--- src/core/ebps_defs.vh ---
// Purpose: constants for the external bus / gpio pin sharing block
// Assumes: included by bare name from core files
// Notes: reset values are per pin group
`ifndef EBPS_DEFS_VH
`define EBPS_DEFS_VH
`define EBPS_PB4_PER_RST 1'h1
`define EBPS_PB4_PUR_RST 1'h1
`define EBPS_CLKO_SEL_RST 1'h0
`define EBPS_PF_PER_RST 4'hF
`define EBPS_PF_PUR_RST 4'hF
`define EBPS_PD_PER_RST 6'h3F
`define EBPS_PD_PUR_RST 6'h3F
`define EBPS_PE0_PER_RST 1'h0
`define EBPS_PE0_PUR_RST 1'h1
`define EBPS_DRV_RST 1'h0
`define EBPS_PD_W 6
`define EBPS_PF_W 4
`endif

--- src/core/ebps_pin.v ---
// Purpose: one shared pin: gpio or alternate function, pull-up, registered
// Assumes: alt_oe already includes any bus-idle release
// Notes: pad input is synchronised by two flops before gpio logic sees it
module ebps_pin (
    input wire clk,
    input wire nrst,
    // config
    input wire gpio_mode,
    input wire pullup_en,
    input wire gpio_dir_out,
    input wire gpio_out,
    // alternate function
    input wire alt_out,
    input wire alt_oe,
    // pad
    input wire pad_in,
    output reg pad_out_r,
    output reg pad_oe_r,
    output reg pad_pu_r,
    output reg gpio_in_r
);
    reg sync1_r;
    always @(posedge clk or negedge nrst) begin
        if (!nrst) begin
            pad_out_r <= 1'b0;
            pad_oe_r <= 1'b0;
            pad_pu_r <= 1'b1;
            sync1_r <= 1'b0;
            gpio_in_r <= 1'b0;
        end else begin
            pad_out_r <= gpio_mode ? gpio_out : alt_out;
            pad_oe_r <= gpio_mode ? gpio_dir_out : alt_oe;
            // pull-up follows its enable bit alone; a driven pad simply overrides it
            pad_pu_r <= pullup_en;
            sync1_r <= pad_in;
            gpio_in_r <= sync1_r;
        end
    end
endmodule // ebps_pin

--- src/core/ebps_top.v ---
// Purpose: pin sharing for port B4, port F0-3, port D0-5 and port E0
// Assumes: config bits come from logic on clk; pads come from outside
// Notes: every pad output is one flop behind its request
// How it works
// - port b pin4 resets to gpio mode
// - clearing port b pull-up bit 4 removes pin4 pull-up
// - clearing port b peripheral enable bit hands pin4 to alternate function
// - in peripheral mode clock-out select picks address line 20 or prescaled clock
// - clock-out selected drives prescaled clock on pin4
// - address line 20 tri-states on idle bus per drive bit
// - data lines 7 to 10 tri-state on idle bus per drive bit
// - data lines 7 to 10 reset to data bus use
// - clearing port f pull-up bit n removes pin n pull-up
// - each gpio pin has its own direction bit
// - port d pins 0 to 5 reset to gpio mode
// - chip selects come from the memory interface region decode
// - chip selects 2 to 7 tri-state on idle bus per drive bit
// - clearing port d pull-up bit n removes pin n pull-up
// - port e pin0 alternate function is serial 0 transmit
// - port e pin0 resets to serial transmit function
// - clearing port e pull-up bit 0 removes pin0 pull-up
`include "ebps_defs.vh"
module ebps_top #(
    parameter PD_W = `EBPS_PD_W,
    parameter PF_W = `EBPS_PF_W
) (
    input wire clk,
    input wire nrst,
    // port b pin4 configuration
    input wire port_b_peripheral_enable_set,
    input wire port_b_peripheral_enable_clr,
    input wire port_b_pullup_enable_wr,
    input wire port_b_pullup_enable_d,
    input wire clock_out_select_wr,
    input wire clock_out_select_d,
    input wire port_b_dir,
    input wire port_b_out,
    // port f, d, e configuration (write strobe with data)
    input wire cfg_wr,
    input wire [PF_W-1:0] port_f_peripheral_enable_d,
    input wire [PF_W-1:0] port_f_pullup_enable_d,
    input wire [PD_W-1:0] port_d_peripheral_enable_d,
    input wire [PD_W-1:0] port_d_pullup_enable_d,
    input wire port_e_peripheral_enable_d,
    input wire port_e_pullup_enable_d,
    input wire bus_drive_select_d,
    // gpio direction and data
    input wire [PF_W-1:0] port_f_dir,
    input wire [PF_W-1:0] port_f_out,
    input wire [PD_W-1:0] port_d_dir,
    input wire [PD_W-1:0] port_d_out,
    input wire port_e_dir,
    input wire port_e_out,
    // external memory interface and serial channel
    input wire ext_bus_active,
    input wire addr_line_20,
    input wire [PF_W-1:0] ext_data_lines_7_to_10_out,
    input wire ext_data_oe,
    input wire [PD_W-1:0] chip_selects_2_to_7,
    input wire prescaler_clock,
    input wire serial0_transmit,
    // pads
    input wire port_b_pin4_in,
    output wire port_b_pin4_out,
    output wire port_b_pin4_oe,
    output wire port_b_pin4_pu,
    input wire [PF_W-1:0] port_f_pad_in,
    output wire [PF_W-1:0] port_f_pad_out,
    output wire [PF_W-1:0] port_f_pad_oe,
    output wire [PF_W-1:0] port_f_pad_pu,
    input wire [PD_W-1:0] port_d_pad_in,
    output wire [PD_W-1:0] port_d_pad_out,
    output wire [PD_W-1:0] port_d_pad_oe,
    output wire [PD_W-1:0] port_d_pad_pu,
    input wire port_e_pin0_in,
    output wire port_e_pin0_out,
    output wire port_e_pin0_oe,
    output wire port_e_pin0_pu,
    // synchronised gpio inputs and state
    output wire port_b_pin4_gpio_in,
    output wire [PF_W-1:0] port_f_gpio_in,
    output wire [PD_W-1:0] port_d_gpio_in,
    output wire port_e_pin0_gpio_in,
    output reg port_b_gpio_mode_r,
    output reg clock_out_select_r,
    output reg bus_drive_select_r
);
    reg port_b_pullup_r;
    reg [PF_W-1:0] port_f_per_r;
    reg [PF_W-1:0] port_f_pur_r;
    reg [PD_W-1:0] port_d_per_r;
    reg [PD_W-1:0] port_d_pur_r;
    reg port_e_per_r;
    reg port_e_pur_r;

    always @(posedge clk or negedge nrst) begin
        if (!nrst) begin
            port_b_gpio_mode_r <= `EBPS_PB4_PER_RST;
            port_b_pullup_r <= `EBPS_PB4_PUR_RST;
            clock_out_select_r <= `EBPS_CLKO_SEL_RST;
            port_f_per_r <= `EBPS_PF_PER_RST;
            port_f_pur_r <= `EBPS_PF_PUR_RST;
            port_d_per_r <= `EBPS_PD_PER_RST;
            port_d_pur_r <= `EBPS_PD_PUR_RST;
            port_e_per_r <= `EBPS_PE0_PER_RST;
            port_e_pur_r <= `EBPS_PE0_PUR_RST;
            bus_drive_select_r <= `EBPS_DRV_RST;
        end else begin
            // clear wins if both strobes arrive; leaving gpio is the explicit request
            if (port_b_peripheral_enable_clr) begin
                port_b_gpio_mode_r <= 1'b0;
            end else if (port_b_peripheral_enable_set) begin
                port_b_gpio_mode_r <= 1'b1;
            end
            if (port_b_pullup_enable_wr) begin
                port_b_pullup_r <= port_b_pullup_enable_d;
            end
            if (clock_out_select_wr) begin
                clock_out_select_r <= clock_out_select_d;
            end
            if (cfg_wr) begin
                port_f_per_r <= port_f_peripheral_enable_d;
                port_f_pur_r <= port_f_pullup_enable_d;
                port_d_per_r <= port_d_peripheral_enable_d;
                port_d_pur_r <= port_d_pullup_enable_d;
                port_e_per_r <= port_e_peripheral_enable_d;
                port_e_pur_r <= port_e_pullup_enable_d;
                bus_drive_select_r <= bus_drive_select_d;
            end
        end
    end

    // bus pins drive when the bus is busy, or always when drive select is set
    wire bus_drive = ext_bus_active | bus_drive_select_r;
    // clock monitor is not a bus signal, so it ignores bus idle
    wire pb4_alt_out = clock_out_select_r ? prescaler_clock : addr_line_20;
    wire pb4_alt_oe = clock_out_select_r | bus_drive;
    // data lines in bus mode drive only during a write and only when not released
    wire data_oe = ext_data_oe & bus_drive;

    ebps_pin u_pb4 (
        .clk(clk),
        .nrst(nrst),
        .gpio_mode(port_b_gpio_mode_r),
        .pullup_en(port_b_pullup_r),
        .gpio_dir_out(port_b_dir),
        .gpio_out(port_b_out),
        .alt_out(pb4_alt_out),
        .alt_oe(pb4_alt_oe),
        .pad_in(port_b_pin4_in),
        .pad_out_r(port_b_pin4_out),
        .pad_oe_r(port_b_pin4_oe),
        .pad_pu_r(port_b_pin4_pu),
        .gpio_in_r(port_b_pin4_gpio_in)
    );

    genvar i;
    generate
        for (i = 0; i < PF_W; i = i + 1) begin : g_pf
            // peripheral enable set means data bus use
            ebps_pin u_pf (
                .clk(clk),
                .nrst(nrst),
                .gpio_mode(~port_f_per_r[i]),
                .pullup_en(port_f_pur_r[i]),
                .gpio_dir_out(port_f_dir[i]),
                .gpio_out(port_f_out[i]),
                .alt_out(ext_data_lines_7_to_10_out[i]),
                .alt_oe(data_oe),
                .pad_in(port_f_pad_in[i]),
                .pad_out_r(port_f_pad_out[i]),
                .pad_oe_r(port_f_pad_oe[i]),
                .pad_pu_r(port_f_pad_pu[i]),
                .gpio_in_r(port_f_gpio_in[i])
            );
        end
        for (i = 0; i < PD_W; i = i + 1) begin : g_pd
            // peripheral enable set means gpio, matching port b
            ebps_pin u_pd (
                .clk(clk),
                .nrst(nrst),
                .gpio_mode(port_d_per_r[i]),
                .pullup_en(port_d_pur_r[i]),
                .gpio_dir_out(port_d_dir[i]),
                .gpio_out(port_d_out[i]),
                .alt_out(chip_selects_2_to_7[i]),
                .alt_oe(bus_drive),
                .pad_in(port_d_pad_in[i]),
                .pad_out_r(port_d_pad_out[i]),
                .pad_oe_r(port_d_pad_oe[i]),
                .pad_pu_r(port_d_pad_pu[i]),
                .gpio_in_r(port_d_gpio_in[i])
            );
        end
    endgenerate

    // serial transmit is always driven; it is not an external bus signal
    ebps_pin u_pe0 (
        .clk(clk),
        .nrst(nrst),
        .gpio_mode(port_e_per_r),
        .pullup_en(port_e_pur_r),
        .gpio_dir_out(port_e_dir),
        .gpio_out(port_e_out),
        .alt_out(serial0_transmit),
        .alt_oe(1'b1),
        .pad_in(port_e_pin0_in),
        .pad_out_r(port_e_pin0_out),
        .pad_oe_r(port_e_pin0_oe),
        .pad_pu_r(port_e_pin0_pu),
        .gpio_in_r(port_e_pin0_gpio_in)
    );
endmodule // ebps_top

--- config.mk ---
export PLATFORM = sky130hd
export DESIGN_NAME = ebps_top
export DESIGN_NICKNAME = d
export VERILOG_FILES = /design/src/core/ebps_pin.v /design/src/core/ebps_top.v
export VERILOG_INCLUDE_DIRS = /design/src /design/src/core
export SDC_FILE = /design/constraint.sdc
export NUM_CORES = 1
export LEC_CHECK = 0
export ABC_AREA = 1
export BUFFER_PORTS_ARGS = -buffer_cell sky130_fd_sc_hd__buf_2
export CAP_MARGIN = 40
export CELL_PAD_IN_SITES_DETAIL_PLACEMENT = 0
export CELL_PAD_IN_SITES_GLOBAL_PLACEMENT = 1
export CORE_MARGIN = 4
export CORE_UTILIZATION = 36
export DETAILED_ROUTE_END_ITERATION = 10
export PLACE_DENSITY_LB_ADDON = 0.1
export SLEW_MARGIN = 20
export SYNTH_ARGS = -nofsm -noshare
export SYNTH_HDL_FRONTEND = slang
export SYNTH_HIERARCHICAL = 1
export SYNTH_SLANG_ARGS = --single-unit
--- constraint.sdc ---
create_clock -name clk -period 1.95 [get_ports clk]
set_input_delay 0.2925 -clock clk [delete_from_list [all_inputs] [get_ports clk]]
set_output_delay 0.2925 -clock clk [all_outputs]
set_load 0.005 [all_outputs]
# After elaboration in Yosys (flattened, before gate mapping)
# Index checks and enable logic that the tools add are counted.
# W data, S select, Z words.
[word_totals]
ff_bits = 86
input_bits = 83
output_inout_bits = 51
[op_classes]
mux = 27
bitwise = 3
n_reduce_logical = 1
[op_table]
columns = ["operator", "count"]
rows = [
  ["$mux W1", 27],
  ["$or A1 B1 Y1", 2],
  ["$reduce_bool A2 Y1", 1],
  ["$and A1 B1 Y1", 1],
]

# Logic depth before layout (Yosys ltp)
[logic_depth]
word_depth = 3
mapped_depth = 5
ltp_nobuf = 5

# Modules after synthesis
# The synthesis kept the hierarchy.
[by_module_without_submodules]
columns = ["mod", "n_inst", "cells_per_inst", "area_each_um2"]
rows = [
  ["ebps_pin", 12, 12, 152.6],
  ["ebps_top", 1, 124, 1069.8],
]

# Least setup slack after synthesis
# No wires, ideal clock.
[synth_timing]
path_kind = "register to register"
from = "reg bus_drive_select_r"
to = "reg g_pd[0].u_pd.pad_oe_r"
setup_ns = 0.117
arrival_time_ns = 0.756
t_required_ns = 1.833
slack_ns = 1.077
stages_incl_launch_ff = 5
path_cell_list = "dfrtp_1 > nor2_1 > inv_1 > nand2_1 > nand2_1"
[synth_via]
elab_chain_len = 2
[synth_rtl]
columns = ["item", "line", "text"]
rows = [
  ["from (decl)", "ebps_top.v:86", "output reg bus_drive_select_r"],
  ["from (signal assigned)", "ebps_top.v:107", "bus_drive_select_r <= `EBPS_DRV_RST;"],
  ["from (signal assigned)", "ebps_top.v:128", "bus_drive_select_r <= bus_drive_select_d;"],
  ["$or A1 B1 Y1", "ebps_top.v:134", "wire bus_drive = ext_bus_active | bus_drive_select_r;"],
  ["net bus_drive", "ebps_top.v:134", ""],
  ["$mux W1", "ebps_pin.v:32", "pad_oe_r <= gpio_mode ? gpio_dir_out : alt_oe;"],
  ["to (signal assigned)", "ebps_pin.v:32", ""],
  ["to (decl)", "ebps_pin.v:18", "output reg pad_oe_r,"],
]
# The timed path passes the listed nets, and every way through them passes these cells.
# A chain may end at the register's enable or synchronous reset.

# Worst setup path in the final report
[layout_timing]
from = "reg port_b_gpio_mode_r"
to = "out port_b_gpio_mode_r"
[layout_rtl]
columns = ["item", "line", "text"]
rows = [
  ["from (decl)", "ebps_top.v:84", "output reg port_b_gpio_mode_r,"],
  ["from (signal assigned)", "ebps_top.v:98", "port_b_gpio_mode_r <= `EBPS_PB4_PER_RST;"],
]
# No word-level cell between the ends.

==> flow_summary.toml <==
[synthesis]
synth.avg_cell_area_sq_um = 10.8
syn_area_sq_mm = 0.00290
synthCells = 268
synth_area_leaders = "dfrtp_1, dfstp_2, nand2_1"
seq_area_frac_synth = 0.757
ys_warn_count = 6
netlist.area_leader.share = 0.440
yosys.cell_types.count = 9
syn-num-nets = 351
ys_ff_latch = 86
netlist.top_cell.by_area = "dfrtp_1"

[power_and_ir_drop]
ir_drop_mv = 0.387
cellPowerDensity_mw_per_mm2 = 924
power_mw = 3.59
p_leak_nw = 2.17

[timing]
rsz0062_at_grt = "false"
fin_tns_setup_ns = 0
skew_ns = 0.0127
fmax_mhz = 762
timing_hold_violations_final = 0
drv_slew = 0
hold-worst-slack_ns = 0.0439
min_period_ns = 1.31
setup_violations = 0
finalCritPeriodShare = 0.673

[cells_and_area]
diodes = 0
layout.nets = 494
area_delta_synth_final_pct = 34.0
final_cell_mix = "nand2_1, buf_2, dfrtp_1"
fin_area_sq_mm = 0.00389
drive_above_1_share = 0.450
layout_commonest_cell = "nand2_1"

[floorplanning]
die_y_microns = 97.8
die-area_sq_mm = 0.00956
io_pins = 134
rows = 32
core_sq_mm = 0.00777
start_util = 0.374
dieWidth_microns = 97.8

[clock_network]
clockRootBuffer = "clkbuf_8"
clock_path_buffers = 2
clock-sinks = 86
post_cts_buffers = 0
h-tree-depth = 3
insertion_delay_ns = 0.35
clkTransAtPathRegs_ns = 0.09
post_cts_resized = 0
cts_hold_buf = 1
cts_tree = "done"
cts_buffers = 9

[drt]
antenna_left = 0
avgViaCountPerCell = 4.18
drc_errors = 0
firstDrtPassIters = 4
drt-initial-drc-count = 54
num_vias = 2165
finalWirelength_microns = 6420
wl_per_cell_microns = 12.4

[critical_path]
cp.arrival_ns = 1.02
crit_buf_inv = 1
cp-end-kind = "output pin"
worst_r2r_path_depth = 4
path_depth = 1
critPathKind = "flop to output pin"
path_cells = "buf_2"
crit_family = "flip-flops"
slowest_stage = "dfstp_2"
cp_max_fo = 5
crit_path_start_kind = "flop"
required_ns = 1.66
slowest_delay_ns = 0.57

[global_routing]
grt_antenna_before_repair = 0
overflow = 0
grt_max_degree = 58
grt_pass1_vias = 2268
grt_usage = 0.142
grt_pass1_wl_microns = 10700

[placed_design]
dpl_cell_area_sq_mm = 0.00369
dp_hpwl_microns = 4710
place_congestion = 0.743
portBuffers = 133

[job]
maxCapViolCount = 0

[min_path]
worstHoldPathType = "input port to flop"
hold_depth = 1

[status]
status = "complete, no violations"
[cells in the mapped netlist]
cell	n
buf_4	2
nand2_1	151
buf_6	2
inv_2	1
dfrtp_1	51
inv_1	21
dfstp_2	35
conb_1	1
nor2_1	4
[state kept, by name, summed over array words and instances (netlist names), 4 cells and up]
signal               count
g_pd.u_pd/pad_out_r      6
g_pf.u_pf/sync1_r        4
port_d_per_r             6
g_pf.u_pf/pad_out_r      4
g_pf.u_pf/pad_oe_r       4
g_pd.u_pd/pad_oe_r       6
port_d_pur_r             6
port_f_pur_r             4
g_pf.u_pf/pad_pu_r       4
g_pd.u_pd/sync1_r        6
g_pd.u_pd/pad_pu_r       6
port_f_per_r             4
g_pf.u_pf/gpio_in_r      4
g_pd.u_pd/gpio_in_r      6
[cell type report]
cell class,count,area (sq um)
Sequential cell,86,2200
Timing Repair Buffer,136,706
Clock buffer,10,138
Multi-Input combinational cell,156,586
Tap cell,102,128
Clock inverter,6,53.8
Inverter,22,82.6
Fill cell,786,3880
[path summary, 6_finish.rpt]
path                       slack (ns)          startpoint                endpoint
hold / removal                   0.04    port_d_pad_in[5]    g_pd[5].u_pd/sync1_r
setup reg to reg                 0.89  bus_drive_select_r   g_pd[1].u_pd/pad_oe_r
setup / recovery                 0.64  port_b_gpio_mode_r      port_b_gpio_mode_r
max in group asynchronous        0.86                nrst         port_f_per_r[1]
hold reg to reg                  0.35       u_pe0/sync1_r         u_pe0/gpio_in_r
min in group asynchronous        0.41                nrst  g_pf[3].u_pf/gpio_in_r
[cells by family after synthesis]
family / Yosys count / share of synthesized area
and+or+nand+nor: 155 / 0.201
DFF: 86 / 0.757
buffers and inverters: 26 / 0.0414
other: 1 / 0.00129
[report_power, final]
part / switching (mW) / total, mW / internal, mW
logic: 0.205 / 0.383 / 0.179
registers: 0.0582 / 2.04 / 1.98
clock network: 0.654 / 1.17 / 0.518
[layer usage]
metal / GRT usage / vias to the layer above / routed length, microns
met5: 0 / - / 0
met4: 0.0607 / 0 / 104
met3: 0.0493 / 11 / 520
met2: 0.228 / 79 / 3010
met1: 0.174 / 1002 / 2790
li1: - / 1073 / -
[metrics by stage]
step | worst slack [ns] | instances | util
CTS | 0.611 | 518 | 0.501
floorplan | 1.08 | 268 | -
finish | 0.637 | 518 | 0.501
detailed placement | 0.899 | 501 | 0.475
global placement | 0.955 | 501 | 0.475
global route | 0.586 | 518 | 0.501
(Power assumes the default switching activity.)
